===== src/pbmux_pkg.sv =====
// package for the port b alternate-function mux: pin positions, reset values,
// pin-side and override carrier structs.
// assumes nothing of its surroundings beyond a systemverilog compiler.
package pbmux_pkg;
   localparam int   PBMUX_W      = 8;      // pins in port b
   localparam int   PIN_MISO     = 0;      // master-in / power stage 2a
   localparam int   PIN_MOSI     = 1;      // master-out / power stage 2b
   localparam int   PIN_IRQ1     = 2;      // external irq 1
   localparam int   PIN_IRQ2     = 5;      // external irq 2
   localparam int   PIN_PS1B     = 6;      // power stage 1b
   localparam int   PIN_SCK      = 7;      // serial clock / power stage 0b
   localparam logic [7:0] RST_ZERO8 = 8'h00;  // reset value of pin controls
   localparam logic       RST_BIT   = 1'b0;   // reset value of single bits

   // spi control as seen by the mux
   typedef struct packed {
      logic spi_enable_bit;       // spi enabled
      logic spi_master_select;    // master when set
      logic spi_pin_relocate;     // spi moved away from port b
   } pbmux_spi_s;

   // power stage controller outputs and their enables
   typedef struct packed {
      logic power_stage_en_0b;
      logic power_stage_out_0b;
      logic power_stage_en_1b;
      logic power_stage_out_1b;
      logic power_stage_en_2b;
      logic power_stage_out_2b;
      logic power_stage_en_2a;
      logic power_stage_out_2a;
   } pbmux_psc_s;

   // per-pin override set for one pin
   typedef struct packed {
      logic pullup_override_en;
      logic pullup_override_val;
      logic direction_override_en;
      logic direction_override_val;
      logic value_override_en;
      logic value_override_val;
      logic input_en_override_en;
      logic input_en_override_val;
   } pbmux_ovr_s;

   // pin controls toward the pads
   typedef struct packed {
      logic [7:0] drive_en;   // output driver enable
      logic [7:0] drive_val;  // output level
      logic [7:0] pullup_on;  // pull-up enable
      logic [7:0] input_on;   // digital input buffer enable
   } pbmux_pad_s;
endpackage : pbmux_pkg


===== src/pbmux_pin.sv =====
// one generic port pin: applies an override set to the port register bits.
// assumes register bits and overrides come from the same clock domain.
`timescale 1ns/10ps
`default_nettype none
module pbmux_pin (
   input  wire logic              dir_bit,          // direction register bit
   input  wire logic              out_bit,          // port output register bit
   input  wire logic              global_pullup_off, // disables pull-ups not overridden
   input  wire logic              sleep_clamp,      // sleep clamps inputs
   input  wire pbmux_pkg::pbmux_ovr_s ovr,          // override set
   output logic                   drive_en,         // driver enable
   output logic                   drive_val,        // driven level
   output logic                   pullup_on,        // pull-up enable
   output logic                   input_on          // input buffer enable
);
   import pbmux_pkg::*;
   // combine register bits and overrides
   always_comb begin
      drive_en = ovr.direction_override_en ? ovr.direction_override_val : dir_bit;
      drive_val = ovr.value_override_en ? ovr.value_override_val : out_bit;
      // pull-up only as input with output bit high, unless overridden
      if (ovr.pullup_override_en) begin
         pullup_on = ovr.pullup_override_val;
      end else begin
         pullup_on = !dir_bit && out_bit && !global_pullup_off;
      end
      input_on = ovr.input_en_override_en ? ovr.input_en_override_val
                                          : !sleep_clamp;
   end
endmodule : pbmux_pin
`default_nettype wire


===== src/pbmux_sync.sv =====
// three-stage synchroniser bank for pin inputs with change qualification.
// assumes the inputs are asynchronous to core_clk.
`timescale 1ns/10ps
`default_nettype none
module pbmux_sync #(
   parameter int W = 8                      // bits synchronised
) (
   input  wire logic         core_clk,      // core clock
   input  wire logic         resetn,        // synchronous reset, active low
   input  wire logic [W-1:0] async_in,      // raw pin levels
   output logic      [W-1:0] sync_out       // qualified level
);
   import pbmux_pkg::*;
   logic [W-1:0] s1_r, s2_r, s3_r, q_r;     // stages and qualified value
   logic [W-1:0] s1_nxt, s2_nxt, s3_nxt, q_nxt;
   // next-state: shift, accept a change when stages two and three agree
   always_comb begin
      s1_nxt = async_in;
      s2_nxt = s1_r;
      s3_nxt = s2_r;
      for (int i = 0; i < W; i++) begin
         q_nxt[i] = (s2_r[i] == s3_r[i]) ? s3_r[i] : q_r[i];
      end
   end
   // registers only
   always_ff @(posedge core_clk) begin
      if (!resetn) begin
         s1_r <= '0;
         s2_r <= '0;
         s3_r <= '0;
         q_r  <= '0;
      end else begin
         s1_r <= s1_nxt;
         s2_r <= s2_nxt;
         s3_r <= s3_nxt;
         q_r  <= q_nxt;
      end
   end
   assign sync_out = q_r;
endmodule : pbmux_sync
`default_nettype wire


===== src/pbmux_top.sv =====
// port b alternate-function mux: spi, power stage, irq and analog overrides
// on eight pins, with registered pad controls and synchronised pin inputs.
// assumes port registers, peripheral enables and internal reset are on core_clk.
//
// Overview of operation
// spi slave forces serial clock pin input
// spi master: serial clock direction from register
// forced serial clock keeps output-bit pull-up
// spi slave forces master-out pin input
// spi master: master-out direction from register
// forced master-out pull-up uses output bit, global-off
// spi master forces master-in pin input
// spi slave: master-in direction from register
// forced master-in pull-up uses output bit, global-off
// pin 5 feeds irq 2, input kept
// pin 2 feeds irq 1, input kept
// spi master-out input gated by select, reset
// spi master-in input gated by select, reset
// power stage 1b drives pin 6
// power stage 0b drives pin 7
// power stage 2b, 2a on pins 1, 0
// analog disable bit turns off input buffer
// each pin feeds its pin-change source
// software: analog pins input, pull-up off
// pull-up override sets pull-up directly
// direction override sets driver enable
// input override ignores sleep state
// global pull-up off disables every pull-up
// relocated spi leaves port b pins alone
`timescale 1ns/10ps
`default_nettype none
module pbmux_top (
   input  wire logic                  core_clk,          // i/o clock, 125 MHz
   input  wire logic                  resetn,            // synchronous, active low
   input  wire logic [7:0]            dir_bits,          // port b direction reg
   input  wire logic [7:0]            out_bits,          // port b output reg
   input  wire logic                  global_pullup_off, // global pull-up disable
   input  wire logic                  sleep_clamp,       // sleep input clamp
   input  wire logic                  internal_reset,    // chip internal reset
   input  wire pbmux_pkg::pbmux_spi_s spi_ctl,           // spi mode bits
   input  wire pbmux_pkg::pbmux_psc_s psc,               // power stage outputs
   input  wire logic                  spi_sck_out,       // spi clock as master
   input  wire logic                  spi_mosi_out,      // spi data as master
   input  wire logic                  spi_miso_out,      // spi data as slave
   input  wire logic                  ext_irq_1_enabled, // irq 1 enabled
   input  wire logic                  ext_irq_2_enabled, // irq 2 enabled
   input  wire logic [7:0]            analog_in_disable, // per-pin analog disable
   input  wire logic [7:0]            pin_in,            // pad levels
   output logic      [7:0]            pin_out,           // pad drive level
   output logic      [7:0]            pin_oe,            // pad drive enable
   output logic      [7:0]            pin_pullup,        // pad pull-up enable
   output logic      [7:0]            pin_input_on,      // pad input buffer on
   output logic      [7:0]            pin_change_irq,    // pin-change sources
   output logic                       ext_irq_1,         // irq 1 source
   output logic                       ext_irq_2,         // irq 2 source
   output logic                       spi_sck_in,        // serial clock to spi
   output logic                       spi_mosi_in,       // master-out to spi
   output logic                       spi_miso_in        // master-in to spi
);
   import pbmux_pkg::*;

   logic       spi_on;           // spi owns port b pins
   logic       spi_slave;        // enabled as slave here
   logic       spi_master;       // enabled as master here
   pbmux_ovr_s ovr [PBMUX_W];    // override set per pin
   pbmux_pad_s pad;              // combinational pad controls
   pbmux_pad_s pad_r, pad_nxt;   // registered pad controls
   logic [7:0] pin_sync;         // synchronised pad levels
   logic [7:0] din;              // input gated by buffer enable
   logic [7:0] irq_pc_r, irq_pc_nxt;      // pin-change outputs
   logic [1:0] irq_ext_r, irq_ext_nxt;    // external irq outputs
   logic [2:0] spi_in_r, spi_in_nxt;      // spi inputs: sck, mosi, miso

   // spi role decode; a relocated spi does not touch port b
   always_comb begin
      spi_on     = spi_ctl.spi_enable_bit && !spi_ctl.spi_pin_relocate;
      spi_slave  = spi_on && !spi_ctl.spi_master_select;
      spi_master = spi_on && spi_ctl.spi_master_select;
   end

   // override sets for every pin
   always_comb begin
      for (int i = 0; i < PBMUX_W; i++) begin
         ovr[i] = '0;
         // analog disable turns the input buffer off
         ovr[i].input_en_override_en = analog_in_disable[i];
         ovr[i].input_en_override_val = RST_BIT;
      end
      // serial clock pin / power stage 0b
      if (psc.power_stage_en_0b) begin
         ovr[PIN_SCK].direction_override_en  = 1'b1;
         ovr[PIN_SCK].direction_override_val = 1'b1;
         ovr[PIN_SCK].value_override_en      = 1'b1;
         ovr[PIN_SCK].value_override_val     = psc.power_stage_out_0b;
      end else if (spi_slave) begin
         ovr[PIN_SCK].direction_override_en  = 1'b1;
         ovr[PIN_SCK].direction_override_val = 1'b0;
         ovr[PIN_SCK].pullup_override_en     = 1'b1;
         ovr[PIN_SCK].pullup_override_val    = out_bits[PIN_SCK]
                                               && !global_pullup_off;
      end else if (spi_master) begin
         ovr[PIN_SCK].value_override_en  = 1'b1;
         ovr[PIN_SCK].value_override_val = spi_sck_out;
      end
      // power stage 1b
      if (psc.power_stage_en_1b) begin
         ovr[PIN_PS1B].direction_override_en  = 1'b1;
         ovr[PIN_PS1B].direction_override_val = 1'b1;
         ovr[PIN_PS1B].value_override_en      = 1'b1;
         ovr[PIN_PS1B].value_override_val     = psc.power_stage_out_1b;
      end
      // irq pins keep the input buffer on while enabled
      if (ext_irq_2_enabled) begin
         ovr[PIN_IRQ2].input_en_override_en  = 1'b1;
         ovr[PIN_IRQ2].input_en_override_val = 1'b1;
      end
      if (ext_irq_1_enabled) begin
         ovr[PIN_IRQ1].input_en_override_en  = 1'b1;
         ovr[PIN_IRQ1].input_en_override_val = 1'b1;
      end
      // master-out pin / power stage 2b
      if (psc.power_stage_en_2b) begin
         ovr[PIN_MOSI].direction_override_en  = 1'b1;
         ovr[PIN_MOSI].direction_override_val = 1'b1;
         ovr[PIN_MOSI].value_override_en      = 1'b1;
         ovr[PIN_MOSI].value_override_val     = psc.power_stage_out_2b;
      end else if (spi_slave) begin
         ovr[PIN_MOSI].direction_override_en  = 1'b1;
         ovr[PIN_MOSI].direction_override_val = 1'b0;
         ovr[PIN_MOSI].pullup_override_en     = 1'b1;
         ovr[PIN_MOSI].pullup_override_val    = out_bits[PIN_MOSI]
                                                && !global_pullup_off;
      end else if (spi_master) begin
         ovr[PIN_MOSI].value_override_en  = 1'b1;
         ovr[PIN_MOSI].value_override_val = spi_mosi_out;
      end
      // master-in pin / power stage 2a
      if (psc.power_stage_en_2a) begin
         ovr[PIN_MISO].direction_override_en  = 1'b1;
         ovr[PIN_MISO].direction_override_val = 1'b1;
         ovr[PIN_MISO].value_override_en      = 1'b1;
         ovr[PIN_MISO].value_override_val     = psc.power_stage_out_2a;
      end else if (spi_master) begin
         ovr[PIN_MISO].direction_override_en  = 1'b1;
         ovr[PIN_MISO].direction_override_val = 1'b0;
         ovr[PIN_MISO].pullup_override_en     = 1'b1;
         ovr[PIN_MISO].pullup_override_val    = out_bits[PIN_MISO]
                                                && !global_pullup_off;
      end else if (spi_slave) begin
         ovr[PIN_MISO].value_override_en  = 1'b1;
         ovr[PIN_MISO].value_override_val = spi_miso_out;
      end
   end

   // one generic pin per bit
   for (genvar g = 0; g < PBMUX_W; g++) begin : g_pin
      pbmux_pin u_pin (
         .dir_bit           (dir_bits[g]),
         .out_bit           (out_bits[g]),
         .global_pullup_off (global_pullup_off),
         .sleep_clamp       (sleep_clamp),
         .ovr               (ovr[g]),
         .drive_en          (pad.drive_en[g]),
         .drive_val         (pad.drive_val[g]),
         .pullup_on         (pad.pullup_on[g]),
         .input_on          (pad.input_on[g])
      );
   end

   // pad levels into the clock domain
   pbmux_sync #(.W(PBMUX_W)) u_sync (
      .core_clk (core_clk),
      .resetn   (resetn),
      .async_in (pin_in),
      .sync_out (pin_sync)
   );

   // next values of registered outputs
   always_comb begin
      pad_nxt = pad;
      din = pin_sync & pad_r.input_on;
      irq_pc_nxt = din;
      irq_ext_nxt = {din[PIN_IRQ2], din[PIN_IRQ1]};
      spi_in_nxt[2] = din[PIN_SCK] && !spi_ctl.spi_pin_relocate && !internal_reset;
      spi_in_nxt[1] = din[PIN_MOSI] && !spi_ctl.spi_pin_relocate
                      && !internal_reset;
      spi_in_nxt[0] = din[PIN_MISO] && !spi_ctl.spi_pin_relocate
                      && !internal_reset;
   end

   // output registers; pads idle as inputs without pull-up in reset
   always_ff @(posedge core_clk) begin
      if (!resetn) begin
         pad_r     <= '0;
         irq_pc_r  <= RST_ZERO8;
         irq_ext_r <= '0;
         spi_in_r  <= '0;
      end else begin
         pad_r     <= pad_nxt;
         irq_pc_r  <= irq_pc_nxt;
         irq_ext_r <= irq_ext_nxt;
         spi_in_r  <= spi_in_nxt;
      end
   end

   assign pin_out        = pad_r.drive_val;
   assign pin_oe         = pad_r.drive_en;
   assign pin_pullup     = pad_r.pullup_on;
   assign pin_input_on   = pad_r.input_on;
   assign pin_change_irq = irq_pc_r;
   assign ext_irq_1      = irq_ext_r[0];
   assign ext_irq_2      = irq_ext_r[1];
   assign spi_sck_in     = spi_in_r[2];
   assign spi_mosi_in    = spi_in_r[1];
   assign spi_miso_in    = spi_in_r[0];

   // checks
   property p_slave_sck_in;
      @(posedge core_clk) disable iff (!resetn)
      (resetn && spi_slave && !psc.power_stage_en_0b) |=> !pin_oe[PIN_SCK];
   endproperty
   a_slave_sck_in: assert property (p_slave_sck_in) else $error("sck not input as slave");
   property p_master_sck_dir;
      @(posedge core_clk) disable iff (!resetn)
      (resetn && spi_master && !psc.power_stage_en_0b)
         |=> pin_oe[PIN_SCK] == $past(dir_bits[PIN_SCK]);
   endproperty
   a_master_sck_dir: assert property (p_master_sck_dir) else $error("sck dir wrong");
   property p_slave_mosi_in;
      @(posedge core_clk) disable iff (!resetn)
      (resetn && spi_slave && !psc.power_stage_en_2b) |=> !pin_oe[PIN_MOSI];
   endproperty
   a_slave_mosi_in: assert property (p_slave_mosi_in) else $error("mosi not input");
   property p_master_miso_in;
      @(posedge core_clk) disable iff (!resetn)
      (resetn && spi_master && !psc.power_stage_en_2a) |=> !pin_oe[PIN_MISO];
   endproperty
   a_master_miso_in: assert property (p_master_miso_in) else $error("miso not input");
   property p_miso_pullup;
      @(posedge core_clk) disable iff (!resetn)
      (resetn && spi_master && !psc.power_stage_en_2a && global_pullup_off)
         |=> !pin_pullup[PIN_MISO];
   endproperty
   a_miso_pullup: assert property (p_miso_pullup) else $error("miso pull-up on");
   property p_ps1b;
      @(posedge core_clk) disable iff (!resetn)
      (resetn && psc.power_stage_en_1b)
         |=> pin_oe[PIN_PS1B] && pin_out[PIN_PS1B] == $past(psc.power_stage_out_1b);
   endproperty
   a_ps1b: assert property (p_ps1b) else $error("pin 6 not driven by 1b");
   property p_ps0b;
      @(posedge core_clk) disable iff (!resetn)
      (resetn && psc.power_stage_en_0b)
         |=> pin_oe[PIN_SCK] && pin_out[PIN_SCK] == $past(psc.power_stage_out_0b);
   endproperty
   a_ps0b: assert property (p_ps0b) else $error("pin 7 not driven by 0b");
   property p_irq2_input;
      @(posedge core_clk) disable iff (!resetn)
      (resetn && ext_irq_2_enabled) |=> pin_input_on[PIN_IRQ2];
   endproperty
   a_irq2_input: assert property (p_irq2_input) else $error("irq2 input off");
   property p_analog_off;
      @(posedge core_clk) disable iff (!resetn)
      (resetn && analog_in_disable[PIN_PS1B]) |=> !pin_input_on[PIN_PS1B];
   endproperty
   a_analog_off: assert property (p_analog_off) else $error("input on despite analog");
   property p_reset_gate;
      @(posedge core_clk) disable iff (!resetn)
      (resetn && internal_reset) |=> !spi_mosi_in;
   endproperty
   a_reset_gate: assert property (p_reset_gate) else $error("mosi in during reset");
   property p_pud;
      @(posedge core_clk) disable iff (!resetn)
      (resetn && global_pullup_off && !spi_on) |=> pin_pullup[PIN_IRQ1] == 1'b0;
   endproperty
   a_pud: assert property (p_pud) else $error("pull-up despite global off");
   // forced serial clock input still takes its pull-up from the output bit
   property p_slave_sck_pullup;
      @(posedge core_clk) disable iff (!resetn)
      (resetn && spi_slave && !psc.power_stage_en_0b)
         |=> pin_pullup[PIN_SCK] == ($past(out_bits[PIN_SCK]) && !$past(global_pullup_off));
   endproperty
   a_slave_sck_pullup: assert property (p_slave_sck_pullup) else $error("sck pull-up wrong");
   // master-out direction stays with the register as master
   property p_master_mosi_dir;
      @(posedge core_clk) disable iff (!resetn)
      (resetn && spi_master && !psc.power_stage_en_2b)
         |=> pin_oe[PIN_MOSI] == $past(dir_bits[PIN_MOSI]);
   endproperty
   a_master_mosi_dir: assert property (p_master_mosi_dir) else $error("mosi dir wrong");
   // master-in direction stays with the register as slave
   property p_slave_miso_dir;
      @(posedge core_clk) disable iff (!resetn)
      (resetn && spi_slave && !psc.power_stage_en_2a)
         |=> pin_oe[PIN_MISO] == $past(dir_bits[PIN_MISO]);
   endproperty
   a_slave_miso_dir: assert property (p_slave_miso_dir) else $error("miso dir wrong");
   // power stage 2b takes the master-out pin
   property p_ps2b;
      @(posedge core_clk) disable iff (!resetn)
      (resetn && psc.power_stage_en_2b)
         |=> pin_oe[PIN_MOSI] && pin_out[PIN_MOSI] == $past(psc.power_stage_out_2b);
   endproperty
   a_ps2b: assert property (p_ps2b) else $error("pin 1 not driven by 2b");
   // relocated spi leaves the serial clock pin to the registers
   property p_relocated;
      @(posedge core_clk) disable iff (!resetn)
      (resetn && spi_ctl.spi_pin_relocate && !psc.power_stage_en_0b)
         |=> pin_oe[PIN_SCK] == $past(dir_bits[PIN_SCK])
             && pin_out[PIN_SCK] == $past(out_bits[PIN_SCK]);
   endproperty
   a_relocated: assert property (p_relocated) else $error("relocated spi touched sck");
endmodule : pbmux_top
`default_nettype wire


===== config.mk =====
export PLATFORM = sky130hd
export DESIGN_NAME = pbmux_top
export DESIGN_NICKNAME = d
export VERILOG_FILES = /design/src/pbmux_pkg.sv /design/src/pbmux_pin.sv /design/src/pbmux_sync.sv /design/src/pbmux_top.sv
export SDC_FILE = /design/constraint.sdc
export NUM_CORES = 1
export LEC_CHECK = 0
export BUFFER_PORTS_ARGS = -buffer_cell sky130_fd_sc_hd__buf_2
export CAP_MARGIN = 25
export CORE_MARGIN = 1.5
export CORE_UTILIZATION = 34
export CTS_BUF_LIST = sky130_fd_sc_hd__clkbuf_16
export DETAILED_ROUTE_END_ITERATION = 16
export PLACE_DENSITY_LB_ADDON = 0.12
export RECOVER_POWER = 50
export SLEW_MARGIN = 0
export SYNTH_ARGS = -nofsm -noshare
export SYNTH_HDL_FRONTEND = slang
export SYNTH_SLANG_ARGS = --single-unit
export TNS_END_PERCENT = 100

===== constraint.sdc =====
create_clock -name core_clk -period 1.25 [get_ports core_clk]
set_clock_uncertainty 0.05 [all_clocks]
set_input_delay 0.0625 -clock core_clk [delete_from_list [all_inputs] [get_ports core_clk]]
set_output_delay 0.0625 -clock core_clk [all_outputs]
set_load 0.01 [all_outputs]

==> flow_summary.json <==
{
  "slew_headroom": 0.7652,
  "grt_overflow": 0,
  "fin_nets": 401,
  "cts_buffers": 9,
  "die_y_um": 83.98,
  "arrival_ns": 1.40,
  "outcome": "finished clean",
  "cts_setup_buffers": 0,
  "dr_wl_met2_um": 2446,
  "place_congestion": 0.7109,
  "routed_wl_um": 4941,
  "worst_slack_ns": 0.008486,
  "yosys-top-cells-area": "dfxtp_1, and2_1, and3_1",
  "post-route-min-period_ns": 1.242,
  "drc_errors": 0,
  "yosysWarnings": 0,
  "crit_path_start_kind": "input port",
  "synth_ff_type": "dfxtp_1",
  "ys_types": 21,
  "initial_core_util": 0.3511,
  "track_usage": 0.1495,
  "port_buffers": 97,
  "worstPathMaxFanout": 2,
  "n_fill_cell": 584,
  "end_kind": "flop",
  "tightest_slew_ns": 0.3522,
  "viasPerCell": 4.329,
  "power.density_mw_per_mm2": 1486,
  "htreeDepth": 3,
  "wl_per_cell_um": 11.54,
  "syn_area_mm2": 0.002230,
  "crit_type": "input port to flop",
  "cts_tree": "done",
  "num_vias": 1853,
  "cts_buffer_depth": 2,
  "dp_cells": 366,
  "fmaxAchievable_mhz": 805.5,
  "clkTransAtPathRegs_ns": 0.05,
  "die_w_um": 83.98,
  "synth.avg_cell_area_um2": 11.32,
  "grt_max_degree": 25,
  "post_layout_nonfiller_instances": 428,
  "coreArea_mm2": 0.006350,
  "antenna_found_initial": 0,
  "irDropWorstVdd_mv": 1.022,
  "async_reset_ff_frac": 0,
  "period_share": 0.9932,
  "synth_enable_flop_cells": 0,
  "synth_nets": 250,
  "required_ns": 1.41,
  "drv_cap": 0,
  "drive_gt1_frac": 0.2991,
  "fin_setup_tns_ns": 0,
  "finalSetupViolations": 0,
  "root_buffer": "clkbuf_16",
  "rsz0062_at_grt": "no",
  "dp_hpwl_um": 3209,
  "topRoutingLayerUsed": "met4",
  "wl_met1_um": 2052,
  "hold_viol": 0,
  "cts.sinks": 75,
  "grt_pass1_wl_um": 8217,
  "grt_pass1_vias": 1901,
  "yosysTopAreaCell": "dfxtp_1",
  "syn_inst": 197,
  "insertion_delay_ns": 0.32,
  "yosys_register_bits": 75,
  "power.leakage_nw": 1.677,
  "route.met3.wl_um": 373,
  "synth_seq_area_share": 0.6734,
  "dr.pass1.iters": 4,
  "dp_slack_ns": 0.2137,
  "first_iter_violations": 45,
  "maxSlewViolCount": 0,
  "ios": 98,
  "ant_nets": 0,
  "hold_path.class": "input port to flop",
  "yosys.area.top_type_share": 0.6734,
  "diodes": 0,
  "rows": 29,
  "die_area_mm2": 0.007053,
  "areaGrowthSynthToFinish_pct": 58.64
}
-- synthesized netlist by cell type, drive strengths merged, types with 4 or more instances --
| library cell | n |
|---|---|
| o21ai | 14 |
| a21boi | 8 |
| and2 | 32 |
| nor2 | 8 |
| a21oi | 6 |
| nor2b | 5 |
| and3 | 11 |
| nor3b | 8 |
| mux2i | 4 |
| buf | 6 |
| dfxtp | 75 |
| nand2 | 8 |
-- layer usage --
layer | vias up | GRT usage
li1 | 948 | -
met1 | 832 | 0.1533
met2 | 65 | 0.2573
met3 | 8 | 0.07221
met4 | 0 | 0.06706
met5 | - | 0
-- placed cells by master, fill, tap and decap left out --
cell | netlist | final
o21a_1 | 3 | 3
dfxtp_1 | 75 | 75
and2_0 | 0 | 5
buf_4 | 2 | 3
clkinv_2 | 0 | 2
nor2b_1 | 5 | 5
and2_1 | 32 | 27
clkbuf_4 | 0 | 1
a21boi_1 | 6 | 3
nand3b_1 | 1 | 1
clkinv_1 | 0 | 1
a21boi_0 | 2 | 5
and3_1 | 11 | 11
clkbuf_16 | 0 | 9
nand2_1 | 8 | 8
buf_2 | 4 | 88
or3b_4 | 1 | 1
nor3b_1 | 8 | 8
o21ai_0 | 12 | 12
mux2i_1 | 4 | 4
inv_1 | 3 | 4
nand2b_1 | 2 | 2
dlygate4sd3_1 | 0 | 48
clkbuf_1 | 2 | 8
a21oi_1 | 6 | 6
bufinv_16 | 0 | 1
nor2_1 | 8 | 8
o21ai_1 | 2 | 2
-- where the power goes --
| part | internal [W] | switching [W] |
|---|---|---|
| Clock | 0.00150 | 0.000851 |
| Sequential | 0.00248 | 0.0000243 |
| Combinational | 0.000246 | 0.000162 |
| Total | 0.00422 | 0.00104 |
-- sequential cells by signal, summed over array words and instances (netlist names) --
signal / flops
pin_input_on: 8
pin_out: 8
u_sync.s1_r: 8
u_sync.s3_r: 8
u_sync.s2_r: 8
pin_change_irq: 8
pin_oe: 8
spi_in_r: 3
pin_pullup: 8
u_sync.sync_out: 8
-- worst max-delay path, stage by stage --
cell and delay [ns]:
dlygate4sd3_1 0.54, buf_2 0.13, nor3b_1 0.12, dlygate4sd3_1 0.55
-- final timing paths --
path / from / to / slack [ns] / cells after the start
max: out_bits[2] / pin_pullup[2]$_SDFF_PN0_ / 0.008 / 4
min reg2reg: u_sync.s1_r[4]$_SDFF_PN0_ / u_sync.s2_r[4]$_SDFF_PN0_ / 0.38 / 1
min: sleep_clamp / pin_input_on[5]$_SDFF_PN0_ / 0.05 / 3
max reg2reg: u_sync.sync_out[1]$_SDFFE_PN0N_ / spi_in_r[1]$_SDFF_PN0_ / 0.43 / 2
-- what timing repair did --
item                       CTS  global route
setup endpoints to repair    0             4
hold endpoints to repair    43             0
resized for setup            0             3
hold buffers                52             0
-- stage by stage --
step	util	hold WS [ns]	instance area (um^2)	power (W)
after floorplan	-	0.08488	2230	0.002677
after global placement	0.4396	0.1688	2791	0.002846
after detailed placement	0.4396	0.1713	2791	0.002848
after CTS	0.5645	0.03153	3585	0.005348
after global routing	0.5570	0.03640	3537	0.005497
final	0.5570	0.04774	3537	0.005257
-- cell families (layout without fill, tap and decap cells) --
logic type / after synthesis / in the layout / share of synthesized area
flip-flops: 75 / 75 / 0.6734
AND/OR/NAND/NOR: 76 / 76 / 0.2026
AO/OA/AOI/OAI: 31 / 31 / 0.08193
multiplexers: 4 / 4 / 0.01796
buffers and inverters: 11 / 165 / 0.02413
-- area by class of cell --
class | count | area (um^2) | area share
flip-flops and latches | 75 | 1501 | 0.4245
repair buffers | 148 | 980.9 | 0.2773
multi-input cells | 111 | 674.4 | 0.1907
clock buffers | 9 | 225.2 | 0.06367
well taps | 77 | 96.34 | 0.02724
clock inverters | 5 | 47.55 | 0.01344
inverters | 3 | 11.26 | 0.003184
Power figures use the tool's default switching activity.
